==> config.mk <==
export PLATFORM = sky130hd
export DESIGN_NAME = pcr_regs
export DESIGN_NICKNAME = d
export VERILOG_FILES = /design/src/rtl/pcr_pkg.sv /design/src/rtl/pcr_clk_div.sv /design/src/rtl/pcr_regs.sv
export SDC_FILE = /design/constraint.sdc
export NUM_CORES = 1
export LEC_CHECK = 0
export BUFFER_PORTS_ARGS = -buffer_cell sky130_fd_sc_hd__buf_2
export CAP_MARGIN = 5
export CORE_MARGIN = 2
export CORE_UTILIZATION = 50
export CTS_BUF_LIST = sky130_fd_sc_hd__clkbuf_8
export DETAILED_ROUTE_END_ITERATION = 8
export PLACE_DENSITY = 0.93
export SYNTH_ARGS = -nofsm -noshare
export SYNTH_HDL_FRONTEND = slang
export SYNTH_SLANG_ARGS = --single-unit
==> constraint.sdc <==
create_clock -name pclk -period 2.4 [get_ports pclk]
set_input_delay 0.24 -clock pclk [delete_from_list [all_inputs] [get_ports pclk]]
set_output_delay 0.24 -clock pclk [all_outputs]
set_load 0.1 [all_outputs]
==> src/rtl/pcr_pkg.sv <==
// Package for the processor control register group: offsets, fields,
// reset values and carrier types.
// Offsets are word indices; APB byte address is four times the index.
package pcr_pkg;
  localparam logic [15:0] PCR_FLAGS_OFF = 16'hc000;
  localparam logic [15:0] PCR_SPEED_OFF = 16'hc008;
  localparam logic [15:0] PCR_IEN_OFF = 16'hc00e;
  localparam logic [15:0] PCR_BRK_OFF = 16'hc014;
  localparam logic [15:0] PCR_MDIAG_OFF = 16'hc03e;
  localparam logic [3:0] PCR_SPEED_RST = 4'hf;
  localparam logic [7:0] PCR_IEN_RST = 8'h00;
  localparam logic [15:0] PCR_BRK_RST = 16'h0000;
  localparam int PCR_SPEED_W = 4;
  localparam int PCR_ARB_LO = 8;
  localparam int PCR_ARB_HI = 10;
  localparam int PCR_MON_BIT = 0;
  localparam int PCR_IEN_TIMER0 = 0;
  localparam int PCR_IEN_TIMER1 = 1;
  localparam int PCR_IEN_GPIO = 2;
  localparam int PCR_IEN_UART = 3;
  localparam int PCR_IEN_OBX = 5;
  localparam int PCR_IEN_IBX = 6;
  localparam int PCR_IEN_FSP = 7;
  localparam int PCR_FLG_ZERO = 0;
  localparam int PCR_FLG_CARRY = 1;
  localparam int PCR_FLG_OVF = 2;
  localparam logic [2:0] PCR_ARB_LAST = 3'h7;
  localparam logic [6:0] PCR_BRK_VECTOR = 7'h7f;

  // Interrupt sources from peripherals, one-cycle request pulses
  typedef struct packed {
    logic fsp_block_done;
    logic fsp_rx_full;
    logic inbox;
    logic outbox;
    logic uart_tx;
    logic uart_rx;
    logic gpio;
    logic timer1;
    logic timer0;
  } pcr_irq_src_type;

  // Result status from the processor ALU, valid with a strobe
  typedef struct packed {
    logic valid;
    logic carry;
    logic zero;
    logic overflow;
  } pcr_alu_type;
endpackage : pcr_pkg

==> src/rtl/pcr_clk_div.sv <==
// Processor clock-enable divider.
// Assumes one system clock; divisor is steady between boundaries.
`timescale 1ns/1ns
module pcr_clk_div
  import pcr_pkg::*;
#(
  parameter int W = PCR_SPEED_W
) (
  input wire logic pclk,
  input wire logic presetn,
  input wire logic [W-1:0] divisor,
  output logic cpu_en
);
  logic [W-1:0] cnt_r;
  logic [W-1:0] div_r;

  // Enable pulse, not a derived clock, to avoid gated-clock glitches
  always_ff @(posedge pclk or negedge presetn) begin
    if (!presetn) begin
      cnt_r <= '0;
      div_r <= W'(PCR_SPEED_RST);
      cpu_en <= 1'b0;
    end else if (cnt_r >= div_r) begin
      cnt_r <= '0;
      div_r <= divisor;
      cpu_en <= 1'b1;
    end else begin
      cnt_r <= cnt_r + 1'b1;
      cpu_en <= 1'b0;
    end
  end
endmodule : pcr_clk_div

==> src/rtl/pcr_regs.sv <==
// Processor control register group: flags, speed divisor, interrupt
// enables with pending latches, breakpoint match, memory diagnostics.
// Assumes an APB master on pclk and single-cycle source pulses.
//
// Function
// - Carry flag bit 1 tracks carry/borrow
// - Zero flag bit 0 tracks zero result
// - Speed field divides processor clock by n+1
// - Divisor slows only the processor
// - Bit 7 gates both fast serial interrupts
// - Bit 6 gates inbox interrupt
// - Bit 5 gates outbox interrupt
// - Bit 3 gates both UART interrupts
// - Bit 2 gates GPIO, clearing drops pending
// - Bit 1 gates second timer, drops pending
// - Bit 0 gates first timer, drops pending
// - Program counter match raises vector 127
// - Writing zero to breakpoint clears interrupt
// - Arbitration code leaves 8-code of 8 cycles
// - Monitor bit echoes internal address out
// - Memory diagnostic register is write-only
// - Overflow flag bit 2 tracks range overflow
//
// Decided for this implementation: the APB register port.
`timescale 1ns/1ns
module pcr_regs
  import pcr_pkg::*;
#(
  parameter int AW = 18
) (
  input wire logic pclk,
  input wire logic presetn,
  input wire logic psel,
  input wire logic penable,
  input wire logic pwrite,
  input wire logic [AW-1:0] paddr,
  input wire logic [31:0] pwdata,
  output logic [31:0] prdata,
  output logic pready,
  output logic pslverr,
  input wire pcr_alu_type alu,
  input wire logic [15:0] cpu_pc,
  input wire logic pc_valid,
  input wire logic [15:0] int_addr,
  input wire pcr_irq_src_type irq_src,
  input wire logic [8:0] irq_ack,
  output logic [8:0] irq_pend_r,
  output logic brk_irq_r,
  output logic [6:0] brk_vector_r,
  output logic cpu_en_r,
  output logic mem_slot_r,
  output logic [15:0] ext_addr_r,
  output logic ext_addr_oe_r
);
  logic [2:0] flags_r;
  logic [PCR_SPEED_W-1:0] speed_r;
  logic [7:0] ien_r;
  logic [15:0] brk_r;
  logic [2:0] arb_r;
  logic mon_r;
  logic [2:0] slot_r;
  logic cpu_en;
  logic wr_acc;
  logic rd_acc;
  logic [8:0] gate;
  logic [8:0] src;

  function automatic logic hit(input logic [AW-1:0] a,
                               input logic [15:0] off);
    hit = (a == {off, 2'b00});
  endfunction : hit

  assign wr_acc = psel && penable && pwrite;
  assign rd_acc = psel && !penable && !pwrite;

  // Zero-wait slave: pready always high after reset
  always_ff @(posedge pclk or negedge presetn) begin
    if (!presetn) begin
      pready <= 1'b0;
    end else begin
      pready <= 1'b1;
    end
  end

  // Unmapped addresses, flags writes and reads of the write-only register error
  always_ff @(posedge pclk or negedge presetn) begin
    if (!presetn) begin
      pslverr <= 1'b0;
    end else if (psel && !penable) begin
      pslverr <= !(hit(paddr, PCR_FLAGS_OFF) || hit(paddr, PCR_SPEED_OFF)
        || hit(paddr, PCR_IEN_OFF) || hit(paddr, PCR_BRK_OFF)
        || (hit(paddr, PCR_MDIAG_OFF) && pwrite))
        || (hit(paddr, PCR_FLAGS_OFF) && pwrite);
    end else if (!psel) begin
      pslverr <= 1'b0;
    end
  end

  // Read data set up in the setup cycle, valid in access phase
  always_ff @(posedge pclk or negedge presetn) begin
    if (!presetn) begin
      prdata <= '0;
    end else if (rd_acc) begin
      prdata <= '0;
      if (hit(paddr, PCR_FLAGS_OFF))
        prdata[2:0] <= flags_r;
      else if (hit(paddr, PCR_SPEED_OFF))
        prdata[PCR_SPEED_W-1:0] <= speed_r;
      else if (hit(paddr, PCR_IEN_OFF))
        prdata[7:0] <= ien_r;
      else if (hit(paddr, PCR_BRK_OFF))
        prdata[15:0] <= brk_r;
    end
  end

  // Condition flags follow each retired ALU result
  always_ff @(posedge pclk or negedge presetn) begin
    if (!presetn) begin
      flags_r <= '0;
    end else if (alu.valid) begin
      flags_r[PCR_FLG_ZERO] <= alu.zero;
      flags_r[PCR_FLG_CARRY] <= alu.carry;
      flags_r[PCR_FLG_OVF] <= alu.overflow;
    end
  end

  // Reserved bits dropped; software is expected to write them zero
  always_ff @(posedge pclk or negedge presetn) begin
    if (!presetn) begin
      speed_r <= PCR_SPEED_RST;
    end else if (wr_acc && hit(paddr, PCR_SPEED_OFF)) begin
      speed_r <= pwdata[PCR_SPEED_W-1:0];
    end
  end

  always_ff @(posedge pclk or negedge presetn) begin
    if (!presetn) begin
      ien_r <= PCR_IEN_RST;
    end else if (wr_acc && hit(paddr, PCR_IEN_OFF)) begin
      ien_r <= pwdata[7:0];
    end
  end

  always_ff @(posedge pclk or negedge presetn) begin
    if (!presetn) begin
      arb_r <= '0;
      mon_r <= 1'b0;
    end else if (wr_acc && hit(paddr, PCR_MDIAG_OFF)) begin
      arb_r <= pwdata[PCR_ARB_HI:PCR_ARB_LO];
      mon_r <= pwdata[PCR_MON_BIT];
    end
  end

  // Divider feeds only the processor enable; slots use pclk directly
  pcr_clk_div #(.W(PCR_SPEED_W)) pcr_clk_div_i (
    .pclk(pclk),
    .presetn(presetn),
    .divisor(speed_r),
    .cpu_en(cpu_en)
  );

  always_ff @(posedge pclk or negedge presetn) begin
    if (!presetn) begin
      cpu_en_r <= 1'b0;
    end else begin
      cpu_en_r <= cpu_en;
    end
  end

  // Gate map: fsp_blk, fsp_rx, inbox, outbox, utx, urx, gpio, timer1, timer0
  assign gate = {ien_r[PCR_IEN_FSP], ien_r[PCR_IEN_FSP],
                 ien_r[PCR_IEN_IBX],
                 ien_r[PCR_IEN_OBX],
                 ien_r[PCR_IEN_UART], ien_r[PCR_IEN_UART],
                 ien_r[PCR_IEN_GPIO],
                 ien_r[PCR_IEN_TIMER1],
                 ien_r[PCR_IEN_TIMER0]};
  assign src = irq_src;

  // Pending latch per source; set beats ack, disable wipes it
  genvar gi;
  generate
    for (gi = 0; gi < 9; gi++) begin : g_pend
      always_ff @(posedge pclk or negedge presetn) begin
        if (!presetn) begin
          irq_pend_r[gi] <= 1'b0;
        end else if (!gate[gi]) begin
          irq_pend_r[gi] <= 1'b0;
        end else if (src[gi]) begin
          irq_pend_r[gi] <= 1'b1;
        end else if (irq_ack[gi]) begin
          irq_pend_r[gi] <= 1'b0;
        end
      end
    end
  endgenerate

  // Breakpoint: zero write clears, match sets; match wins over clear
  always_ff @(posedge pclk or negedge presetn) begin
    if (!presetn) begin
      brk_r <= PCR_BRK_RST;
    end else if (wr_acc && hit(paddr, PCR_BRK_OFF)) begin
      brk_r <= pwdata[15:0];
    end
  end

  always_ff @(posedge pclk or negedge presetn) begin
    if (!presetn) begin
      brk_irq_r <= 1'b0;
    end else if (pc_valid && cpu_pc == brk_r) begin
      brk_irq_r <= 1'b1;
    end else if (wr_acc && hit(paddr, PCR_BRK_OFF)
                 && pwdata[15:0] == '0) begin
      brk_irq_r <= 1'b0;
    end
  end

  always_ff @(posedge pclk or negedge presetn) begin
    if (!presetn) begin
      brk_vector_r <= '0;
    end else begin
      brk_vector_r <= PCR_BRK_VECTOR;
    end
  end

  // Arbitration: slots 0..7; slot < 8-code is live
  always_ff @(posedge pclk or negedge presetn) begin
    if (!presetn) begin
      slot_r <= '0;
    end else begin
      slot_r <= slot_r + 1'b1;
    end
  end

  always_ff @(posedge pclk or negedge presetn) begin
    if (!presetn) begin
      mem_slot_r <= 1'b0;
    end else begin
      mem_slot_r <= (slot_r <= (PCR_ARB_LAST - arb_r));
    end
  end

  always_ff @(posedge pclk or negedge presetn) begin
    if (!presetn) begin
      ext_addr_r <= '0;
      ext_addr_oe_r <= 1'b0;
    end else begin
      ext_addr_r <= mon_r ? int_addr : '0;
      ext_addr_oe_r <= mon_r;
    end
  end

  // Zero write that no same-cycle match overrides
  logic brk_zero_wr;
  assign brk_zero_wr = wr_acc && hit(paddr, PCR_BRK_OFF)
    && pwdata[15:0] == '0 && !(pc_valid && cpu_pc == brk_r);
endmodule : pcr_regs

==> results of run 1 <==
-- timing repair --
item	in CTS	in global routing
buffers inserted	0	0
endpoints found under the hold margin	43	0
hold buffers	1	0
-- power by group --
group / internal (W) / leakage, nW / switching [W]
clock: 0.000804 / 0.135 / 0.000568
combinational: 0.0000938 / 1.44 / 0.000298
sequential: 0.00159 / 1.25 / 0.00000725
total: 0.00249 / 2.82 / 0.000873
-- area by class of cell --
cell class / count / area (sq um) / share of cell area (%)
flip-flops and latches: 94 / 2362 / 43.86
multi-input cells: 247 / 1784 / 33.12
repair buffers: 154 / 805.8 / 14.96
clock inverters: 7 / 145.1 / 2.695
well taps: 108 / 135.1 / 2.509
clock buffers: 9 / 123.9 / 2.300
inverters: 8 / 30.03 / 0.5575
-- critical path: cells and delay by family, from the launching register on --
family                     cells  cell delay, ns
AOI/OAI and AO/OA              3            0.56
DFF                            1            0.54
muxes                          1            0.36
adders and majority gates      1            0.27
buffers and inverters          2            0.22
-- through the flow --
| stage | instances | hold WS, ns |
|---|---|---|
| after global routing | 627 | 0.08409 |
| after floorplan | 381 | -0.05559 |
| after global placement | 610 | 0.2821 |
| after detailed placement | 610 | 0.2970 |
| after CTS | 627 | 0.08028 |
| final | 627 | 0.08730 |
-- state kept, by name, summed over array words and instances, names as in the netlist --
register and cells:
pcr_clk_div_i.div_r 4, ext_addr_oe_r 1, pslverr 1, pcr_clk_div_i.cpu_en 1
brk_irq_r 1, mon_r 1, brk_vector_r 1, arb_r 3
cpu_en_r 1, pcr_clk_div_i.cnt_r 4, ext_addr_r 16, ien_r 8
prdata 16, brk_r 16, flags_r 3, mem_slot_r 1
slot_r 3, speed_r 4, irq_pend_r 9
-- layer usage --
metal	wire [um]	part of all wire [%]	track usage, %	up-vias
met5	0	0	0	-
met4	195	2.0	7.479	0
met3	695	7.0	5.540	18
met2	5183	52	38.30	140
met1	3914	39	26.15	1599
li1	-	-	-	1521
-- worst max path at each step --
| stage | end | depth (start not counted) | startpoint |
|---|---|---|---|
| floorplan | brk_r[10]$_DFFE_PN0P_ | 6 | paddr[11] |
| global placement | brk_r[14]$_DFFE_PN0P_ | 6 | paddr[0] |
| detailed placement | brk_r[14]$_DFFE_PN0P_ | 6 | paddr[11] |
| CTS | pcr_clk_div_i.div_r[2]$_DFFE_PN1N_ | 7 | pcr_clk_div_i.div_r[1]$_DFFE_PN1N_ |
| global route | pcr_clk_div_i.div_r[3]$_DFFE_PN1N_ | 7 | pcr_clk_div_i.div_r[1]$_DFFE_PN1N_ |
| finish | pcr_clk_div_i.div_r[2]$_DFFE_PN1N_ | 7 | pcr_clk_div_i.div_r[1]$_DFFE_PN1N_ |
-- logic make-up after synthesis --
kind of cell	after synthesis	synth area share, %
xor gates and xnor gates	19	3.824
adders and majority gates	9	2.588
AOI/OAI and AO/OA	47	7.102
other	2	0.1726
buffers and inverters	40	6.009
muxes	41	11.30
DFF	94	54.28
and+or+nand+nor	114	14.72
-- cell usage in the layout, fill, tap and decap left out, types with 6 or more instances in the layout --
cell type,count
a22oi_1,8
and2_1,21
buf_2,146
buf_4,6
clkbuf_8,9
conb_1,17
dfrtp_1,86
dfstp_2,8
ha_1,9
inv_1,8
mux2_2,29
mux2_4,9
nand2_1,31
nand3_1,8
nand4_1,7
nor2_1,10
nor2b_1,10
nor4_1,6
o21a_1,10
o21ai_0,18
xnor2_1,13
xor2_1,6
==> impl_metrics.tcl, run 1 <==
set metrics [dict create \
    status "complete, no violations" \
    critPathSlowestCell "dfstp_2" \
    arrival_ns 2.31 \
    crit_chain "inv_1 > ha_1 > a21boi_0 > o21ai_0 > a21o_1 > inv_1 > mux2_2" \
    overflow 0 \
    syn2layout_area_growth_pct 23.78 \
    post_drt_wl_per_cell_um 15.93 \
    vias 3278 \
    synth-edff-count 0 \
    cts_buffers 9 \
    cpPeakStageDelay_ns 0.54 \
    p_leak_nw 2.822 \
    cts.sinks 94 \
    relSlewSlack_pct 59.84 \
    cp_data_required_time_ns 2.69 \
    yosysMostFrequentCell "dfrtp_1" \
    antenna_found_initial 0 \
    dpl_cell_area_sq_mm 0.005107 \
    rsz0062_at_grt "no" \
    yosysWarnings 0 \
    synth_ff_type "dfrtp_1" \
    hpwlAfterDp_mm 7.688 \
    htreeDepth 3 \
    setup_tns_ns 0 \
    worst_slack_ns 0.3820 \
    finalPower_w 0.003364 \
    syn_inst 366 \
    ys_seq_area_share_pct 54.28 \
    hold_viol 0 \
    grt_util_all_layers_pct 21.80 \
    layout.nets 633 \
    async_flop_share_pct 100.0 \
    yosysTopAreaCell "dfrtp_1" \
    ys_types 44 \
    worstHoldEndpoint "ext_addr_r[14]$_DFF_PN0_" \
    path_class "flip-flop to flip-flop" \
    cp_common_cell "inv_1" \
    yosys-top-cells-area "dfrtp_1, mux2_2, dfstp_2" \
    initial_core_util_pct 50.64 \
    fin_area_sq_mm 0.005386 \
    worstMarginPinSlew_ns 0.6024 \
    cts_tree "done" \
    fin_crit_sh_pct 84.09 \
    pre_cts_slack_ns 0.4289 \
    worstHoldStart "int_addr[14]" \
    setup_viol 0 \
    gp_congestion 0.9223 \
    clkTransAtPathRegs_ns 0.09 \
    r2r-end "pcr_clk_div_i.div_r[2]$_DFFE_PN1N_" \
    clock_latency_ns 0.36 \
    core_area_sq_mm 0.008593 \
    maxClockFrequency_mhz 495.5 \
    synth.top_cell.area_share_pct 49.45 \
    die_x_um 97.29 \
    rows 34 \
    min_period_ns 2.018 \
    netlist_area_sq_mm 0.004352 \
    ff2ff_setup_slack_ns 0.38 \
    clockBufferDepth 2 \
    power_density_mw_per_mm2 624.6 \
    dieArea_sq_mm 0.009465 \
    diodes 0 \
    first_pass_iters 4 \
    wl_mm 9.988 \
    fin_skew_ns 0.008643 \
    cap_violations 0 \
    hp-class "input port to flip-flop" \
    hold_depth 2 \
    crit_fanout 6 \
    cts-resized-gates 0 \
    drv_slew 0 \
    synth-seq-cells 94 \
    utilization_pct 62.68 \
    drt_iter0_markers 125 \
    r2r_start "pcr_clk_div_i.div_r[1]$_DFFE_PN1N_" \
    final_antenna_net_count 0 \
    grt_first_pass_wirelength_mm 16.33 \
    final_layout_size_suffix_gt1_share_pct 42.77 \
    root_buffer "clkbuf_8" \
    grt_max_degree 49 \
    drc 0 \
    irDropWorstVdd_mv 0.3740 \
    io_buffers 147 \
    die_h_um 97.29 \
    syn_area_per_cell_sq_um 11.89 \
    critPathLaunchType "flip-flop" \
    yosys-top-cells-count "dfrtp_1, nand2_1, mux2_2, buf_4, and2_1" \
    n_fill_cell 688 \
    ios 180 \
    vias_per_cell 5.228 \
    worstRegToRegCells 7 \
    grt_pass1_vias 3480 \
    endpoint_kind "flip-flop" \
]
No activity file was read; power rests on OpenSTA's default activity.
==> inputs of run 2 (changes only) <==
- ABC_AREA: not set -> 1
- CORE_UTILIZATION: 50 -> 51
- clock period: 2.4 -> 1.9 ns (I/O delays scaled with it)
==> run 2 against run 1 <==
Compared with the run above:
- sequential power increased by 36%
- highest routed layer unchanged
- synthesized cell count increased by 41%
- register-to-register slack got worse by 0.24 ns
- wire length increased by 5.8%
- first-iteration DRC count increased by 61%
- via count increased by 19%
- final area increased by 3.7%
==> impl_metrics.tcl, run 2 <==
set metrics [dict create \
    cts_buffers 9 \
    wl_mm 10.57 \
    power_density_mw_per_mm2 811.6 \
    diodes 0 \
    setup_tns_ns 0 \
    fin_hold_ws_ns 0.01508 \
    min_period_ns 1.755 \
    fin_area_sq_mm 0.005585 \
    syn_area_per_cell_sq_um 8.983 \
    ios 180 \
    synth-edff-count 0 \
    cts.sinks 94 \
    vias 3898 \
    root_buffer "clkbuf_8" \
    syn_inst 517 \
    pre_cts_slack_ns 0.08683 \
    clkTransAtPathRegs_ns 0.10 \
    fin_skew_ns 0.01506 \
    path_class "flip-flop to flip-flop" \
    status "complete, no violations" \
    synth.top_cell.area_share_pct 46.34 \
    syn2layout_area_growth_pct 20.26 \
    hpwlAfterDp_mm 8.119 \
    hold_depth 3 \
    layout_commonest_cell "buf_2" \
    antenna_found_initial 0 \
    cp_data_required_time_ns 2.18 \
    drt_iter0_markers 201 \
    htreeDepth 3 \
    yosys-top-cells-count "nand2_1, dfrtp_1, inv_1, nor2_1, buf_4" \
    grt_util_all_layers_pct 22.03 \
    final_antenna_net_count 0 \
    final_layout_size_suffix_gt1_share_pct 31.93 \
    final_cell_mix "buf_2, nand2_1, dfrtp_1" \
    die_h_um 99.43 \
    clockBufferDepth 2 \
    dpl_cell_area_sq_mm 0.005353 \
    setup_viol 0 \
    async_flop_share_pct 100.0 \
    rsz0062_at_grt "no" \
    synth_ff_type "dfrtp_1" \
    core_area_sq_mm 0.008763 \
    top_regs "brk_r (16), ext_addr_r (16), prdata (16)" \
    critPathLaunchType "flip-flop" \
    post_drt_wl_per_cell_um 13.69 \
    relSlewSlack_pct 63.88 \
    yosysMostFrequentCell "nand2_1" \
    yosysTopAreaCell "dfrtp_1" \
    cap_violations 0 \
    cts_setup_buffers 0 \
    vias_per_cell 5.049 \
    drc 0 \
    die_x_um 99.43 \
    crit_fanout 13 \
    overflow 0 \
    worstMarginPinSlew_ns 0.5418 \
    regArea_sq_mm 0.002362 \
    grt_max_degree 56 \
    layout.nets 778 \
    yosys-top-cells-area "dfrtp_1, nand2_1, inv_1" \
    multiInputGateArea_sq_mm 0.001797 \
    hp-class "input port to flip-flop" \
    yosysWarnings 0 \
    worst_slack_ns 0.1454 \
    synth-seq-cells 94 \
    arrival_ns 2.03 \
    clock_latency_ns 0.36 \
    ys_seq_area_share_pct 50.86 \
    maxClockFrequency_mhz 569.9 \
    first_pass_iters 6 \
    cts_tree "done" \
    irDropWorstVdd_mv 0.4224 \
    gp_congestion 0.9049 \
    endpoint_kind "flip-flop" \
    ys_types 41 \
    p_leak_nw 3.176 \
    dieArea_sq_mm 0.009886 \
    n_fill_cell 693 \
    grt_first_pass_wirelength_mm 17.45 \
    hold_viol 0 \
    rows 34 \
    utilization_pct 63.74 \
    fin_crit_sh_pct 92.35 \
    netlist_area_sq_mm 0.004644 \
    drv_slew 0 \
    initial_core_util_pct 53.00 \
    grt_pass1_vias 3860 \
    io_buffers 147 \
    worstRegToRegCells 7 \
]
-- run 2: changes by cell type after synthesis, moves of 9 or more --
cell | before | now
nor2_1 | 10 | 45
inv_1 | 8 | 77
o21ai_1 | 0 | 18
nand4_1 | 7 | 23
mux2_4 | 9 | 0
nor2b_1 | 10 | 0
mux2_2 | 29 | 3
and2_1 | 21 | 0
nand2_1 | 31 | 104
-- run 2: cell families after synthesis --
group,after synthesis,share of synthesized area (%)
adder cells (fa/ha/maj),9,2.425
AND/OR/NAND/NOR,214,22.71
multiplexers,3,0.7273
buffers and inverters,114,11.93
flip-flops,94,50.86
XOR/XNOR,13,2.452
AO/OA/AOI/OAI,68,8.729
other,2,0.1617
-- run 2: per-stage QoR --
stage	cells	power, W
2_1_floorplan	532	0.002888
3_3_place_gp	755	0.003058
3_5_place_dp	755	0.003116
4_1_cts	772	0.004527
5_1_grt	772	0.004779
6_report	772	0.004533
-- run 2: cell type report --
class	instances	share of cell area, %
sequential	94	42.29
multi-input combinational	324	32.17
timing repair buffer	151	14.02
inverter	79	5.332
clock buffer	10	2.464
tap	108	2.419
clock inverter	6	1.299
-- run 2: layer usage --
layer | part of all wire, % | track usage (%) | vias to the layer above
met4 | 2.2 | 8.957 | 0
met1 | 40 | 26.75 | 1823
li1 | - | - | 1892
met2 | 51 | 38.67 | 161
met3 | 6.8 | 4.146 | 22
met5 | 0 | 0 | -
-- run 2: path summary, 6_finish.rpt --
| path | start | end | slack, ns |
|---|---|---|---|
| max in group asynchronous | presetn | speed_r[1]$_DFFE_PN1P_ | 0.80 |
| max | pcr_clk_div_i.div_r[1]$_DFFE_PN1N_ | pcr_clk_div_i.div_r[3]$_DFFE_PN1N_ | 0.15 |
| min in group asynchronous | presetn | prdata[14]$_DFFE_PN0P_ | 0.33 |
| max reg2reg | pcr_clk_div_i.div_r[1]$_DFFE_PN1N_ | pcr_clk_div_i.div_r[3]$_DFFE_PN1N_ | 0.15 |
| min | int_addr[4] | ext_addr_r[4]$_DFF_PN0_ | 0.02 |
| min reg2reg | pcr_clk_div_i.cpu_en$_DFF_PN0_ | cpu_en_r$_DFF_PN0_ | 0.36 |
-- run 2: repair_timing --
| action | 4_1_cts | 5_1_grt |
|---|---|---|
| resized for setup | 0 | 2 |
| hold buffers | 1 | 0 |
| hold endpoints to repair | 39 | 0 |
| setup endpoints to repair | 0 | 9 |
-- run 2: where the power goes --
group	internal (W)	switching (W)	total, W
combinational	0.000266	0.000678	0.000944
sequential	0.00213	0.0000541	0.00218
clock	0.000664	0.000745	0.00141
total	0.00306	0.00148	0.00453
-- run 2: worst max-delay path: stages, from the launching register on --
cell	delay, ns
dfstp_2	0.54
inv_1	0.06
ha_1	0.31
inv_1	0.07
nor2_1	0.04
o211ai_1	0.24
nand3_4	0.20
o21ai_0	0.23
==> inputs of run 3 (changes only) <==
- HOLD_SLACK_MARGIN: not set -> 0.08
==> run 3 against run 2 <==
Compared with the run above:
- critical path depth unchanged
- wire length is 8.0% higher
- non-clock buffer count is 36 higher
- register-to-register slack got worse by 0.03 ns
- power increased by 1.8%
- cell count grew 4.7%
- maximum frequency decreased by 1.4%
- global-route usage grew 1.6 points
==> impl_metrics.tcl, run 3 (synthesis results as in run 2) <==
set metrics [dict create \
    cts_tree "done" \
    min_period_ns 1.780 \
    root_buffer "clkbuf_8" \
    dieArea_sq_mm 0.009886 \
    grt_first_pass_wirelength_mm 18.59 \
    htreeDepth 3 \
    drc 0 \
    cts.sinks 94 \
    clock_latency_ns 0.36 \
    arrival_ns 2.05 \
    vias_per_cell 5.098 \
    post_drt_wl_per_cell_um 14.12 \
    startpoint "pcr_clk_div_i.div_r[1]$_DFFE_PN1N_" \
    first_pass_iters 5 \
    cts_buffers 9 \
    clockBufferDepth 2 \
    p_leak_nw 3.326 \
    final_antenna_net_count 0 \
    crit_chain "inv_1 > ha_1 > inv_1 > nor2_1 > o211ai_1 > nand3_4 > o21ai_0" \
    relSlewSlack_pct 61.77 \
    antenna_found_initial 0 \
    rsz0062_at_grt "no" \
    hpwlAfterDp_mm 8.119 \
    layout.cells.non_filler 808 \
    setup_viol 0 \
    ff2ff_setup_slack_ns 0.12 \
    irDropWorstVdd_mv 0.4441 \
    rows 34 \
    grt_max_degree 56 \
    final_layout_size_suffix_gt1_share_pct 30.29 \
    final_cell_mix "buf_2, nand2_1, dfrtp_1" \
    hp-class "input port to flip-flop" \
    cp_data_required_time_ns 2.17 \
    io_buffers 147 \
    cp_common_cell "inv_1" \
    die_h_um 99.43 \
    cp_num_buf_inv 2 \
    n_fill_cell 621 \
    status "complete, no violations" \
    worstRegToRegCells 7 \
    hold_viol 0 \
    dp.cells 755 \
    grt_util_all_layers_pct 23.59 \
    layout.nets 814 \
    wl_mm 11.41 \
    drt_iter0_markers 215 \
    critPathSlowestCell "dfstp_2" \
    gp_congestion 0.9049 \
    r2r_start "pcr_clk_div_i.div_r[1]$_DFFE_PN1N_" \
    setup_tns_ns 0 \
    path_depth 7 \
    endpoint "pcr_clk_div_i.div_r[3]$_DFFE_PN1N_" \
    crit_fanout 13 \
    r2r-end "pcr_clk_div_i.div_r[3]$_DFFE_PN1N_" \
    layout_commonest_cell "buf_2" \
    core_area_sq_mm 0.008763 \
    grt_pass1_vias 4087 \
    cp_top_family "flip-flops" \
    overflow 0 \
    cts_setup_buffers 0 \
    diodes 0 \
    worstMarginPinSlew_ns 0.5734 \
    initial_core_util_pct 53.00 \
    path_class "flip-flop to flip-flop" \
    maxClockFrequency_mhz 561.8 \
    critPathLaunchType "flip-flop" \
    fin_crit_sh_pct 93.68 \
    ios 180 \
    top_regs "brk_r (16), ext_addr_r (16), prdata (16)" \
    clkTransAtPathRegs_ns 0.10 \
    vias 4119 \
    fin_skew_ns 0.01377 \
    cpPeakStageDelay_ns 0.54 \
    drv_slew 0 \
    endpoint_kind "flip-flop" \
    die_x_um 99.43 \
    power_density_mw_per_mm2 776.2 \
    syn2layout_area_growth_pct 28.02 \
    cap_violations 0 \
]
==> run 3: cell count changes in the layout (fill, tap and decap cells not counted) <==
cell,previous run,this run
dlygate4sd3_1,1,37
==> run 3: how the worst min path moves through the flow <==
| stage | from | endpoint | cells past startpoint |
|---|---|---|---|
| after CTS | pwdata[9] | brk_r[9]$_DFFE_PN0P_ | 3 |
| final | pwdata[9] | brk_r[9]$_DFFE_PN0P_ | 3 |
| after global routing | pwdata[11] | brk_r[11]$_DFFE_PN0P_ | 3 |
| after detailed placement | presetn | prdata[14]$_DFFE_PN0P_ | 1 |
| after global placement | presetn | prdata[14]$_DFFE_PN0P_ | 1 |
| after floorplan | presetn | arb_r[0]$_DFFE_PN0P_ | 0 |
==> run 3: where the power goes <==
group          switching, W  internal [W]  leakage (nW)  total (W)
logic              0.000694      0.000316          1.97    0.00101
registers         0.0000586       0.00213          1.25    0.00218
clock network      0.000757      0.000664         0.104    0.00142
total               0.00151       0.00311          3.33    0.00462
==> run 3: what timing repair did <==
action	CTS	global route
endpoints found under the hold margin	75	0
hold buffers	37	0
setup endpoints to repair	0	9
resized for setup	0	2
==> run 3: area by class of cell <==
cell class	instances	area, sq um	area share (%)
Sequential cell	94	2362	39.73
Inverter	79	297.8	5.008
Clock buffer	10	137.6	2.315
Clock inverter	6	72.57	1.221
Multi-Input combinational cell	324	1797	30.22
Tap cell	108	135.1	2.273
Timing Repair Buffer	187	1144	19.23
==> run 3: per-stage QoR <==
stage                     util, %  setup WS [ns]  hold slack [ns]  instance area, sq um  power (W)
after floorplan                 -         0.2864          -0.1056                  4701   0.002888
after global placement      61.08         0.1841           0.1943                  5353   0.003058
after detailed placement    61.08        0.08683           0.2055                  5353   0.003116
after CTS                   67.70       0.003307          0.08150                  5933   0.004583
after global routing        67.85        0.01850          0.08987                  5946   0.004845
final                       67.85         0.1202          0.08633                  5946   0.004615
==> run 3: routing by layer <==
metal / up-vias / global-route usage (%) / share of wire [%]
li1: 1962 / - / -
met1: 1921 / 27.34 / 37
met2: 196 / 42.41 / 52
met3: 40 / 4.006 / 6.6
met4: 0 / 11.17 / 3.8
met5: - / 0 / 0
==> run 3: worst min-delay path, stage by stage <==
cell	delay, ns
buf_2	0.11
inv_1	0.06
o21ai_1	0.06
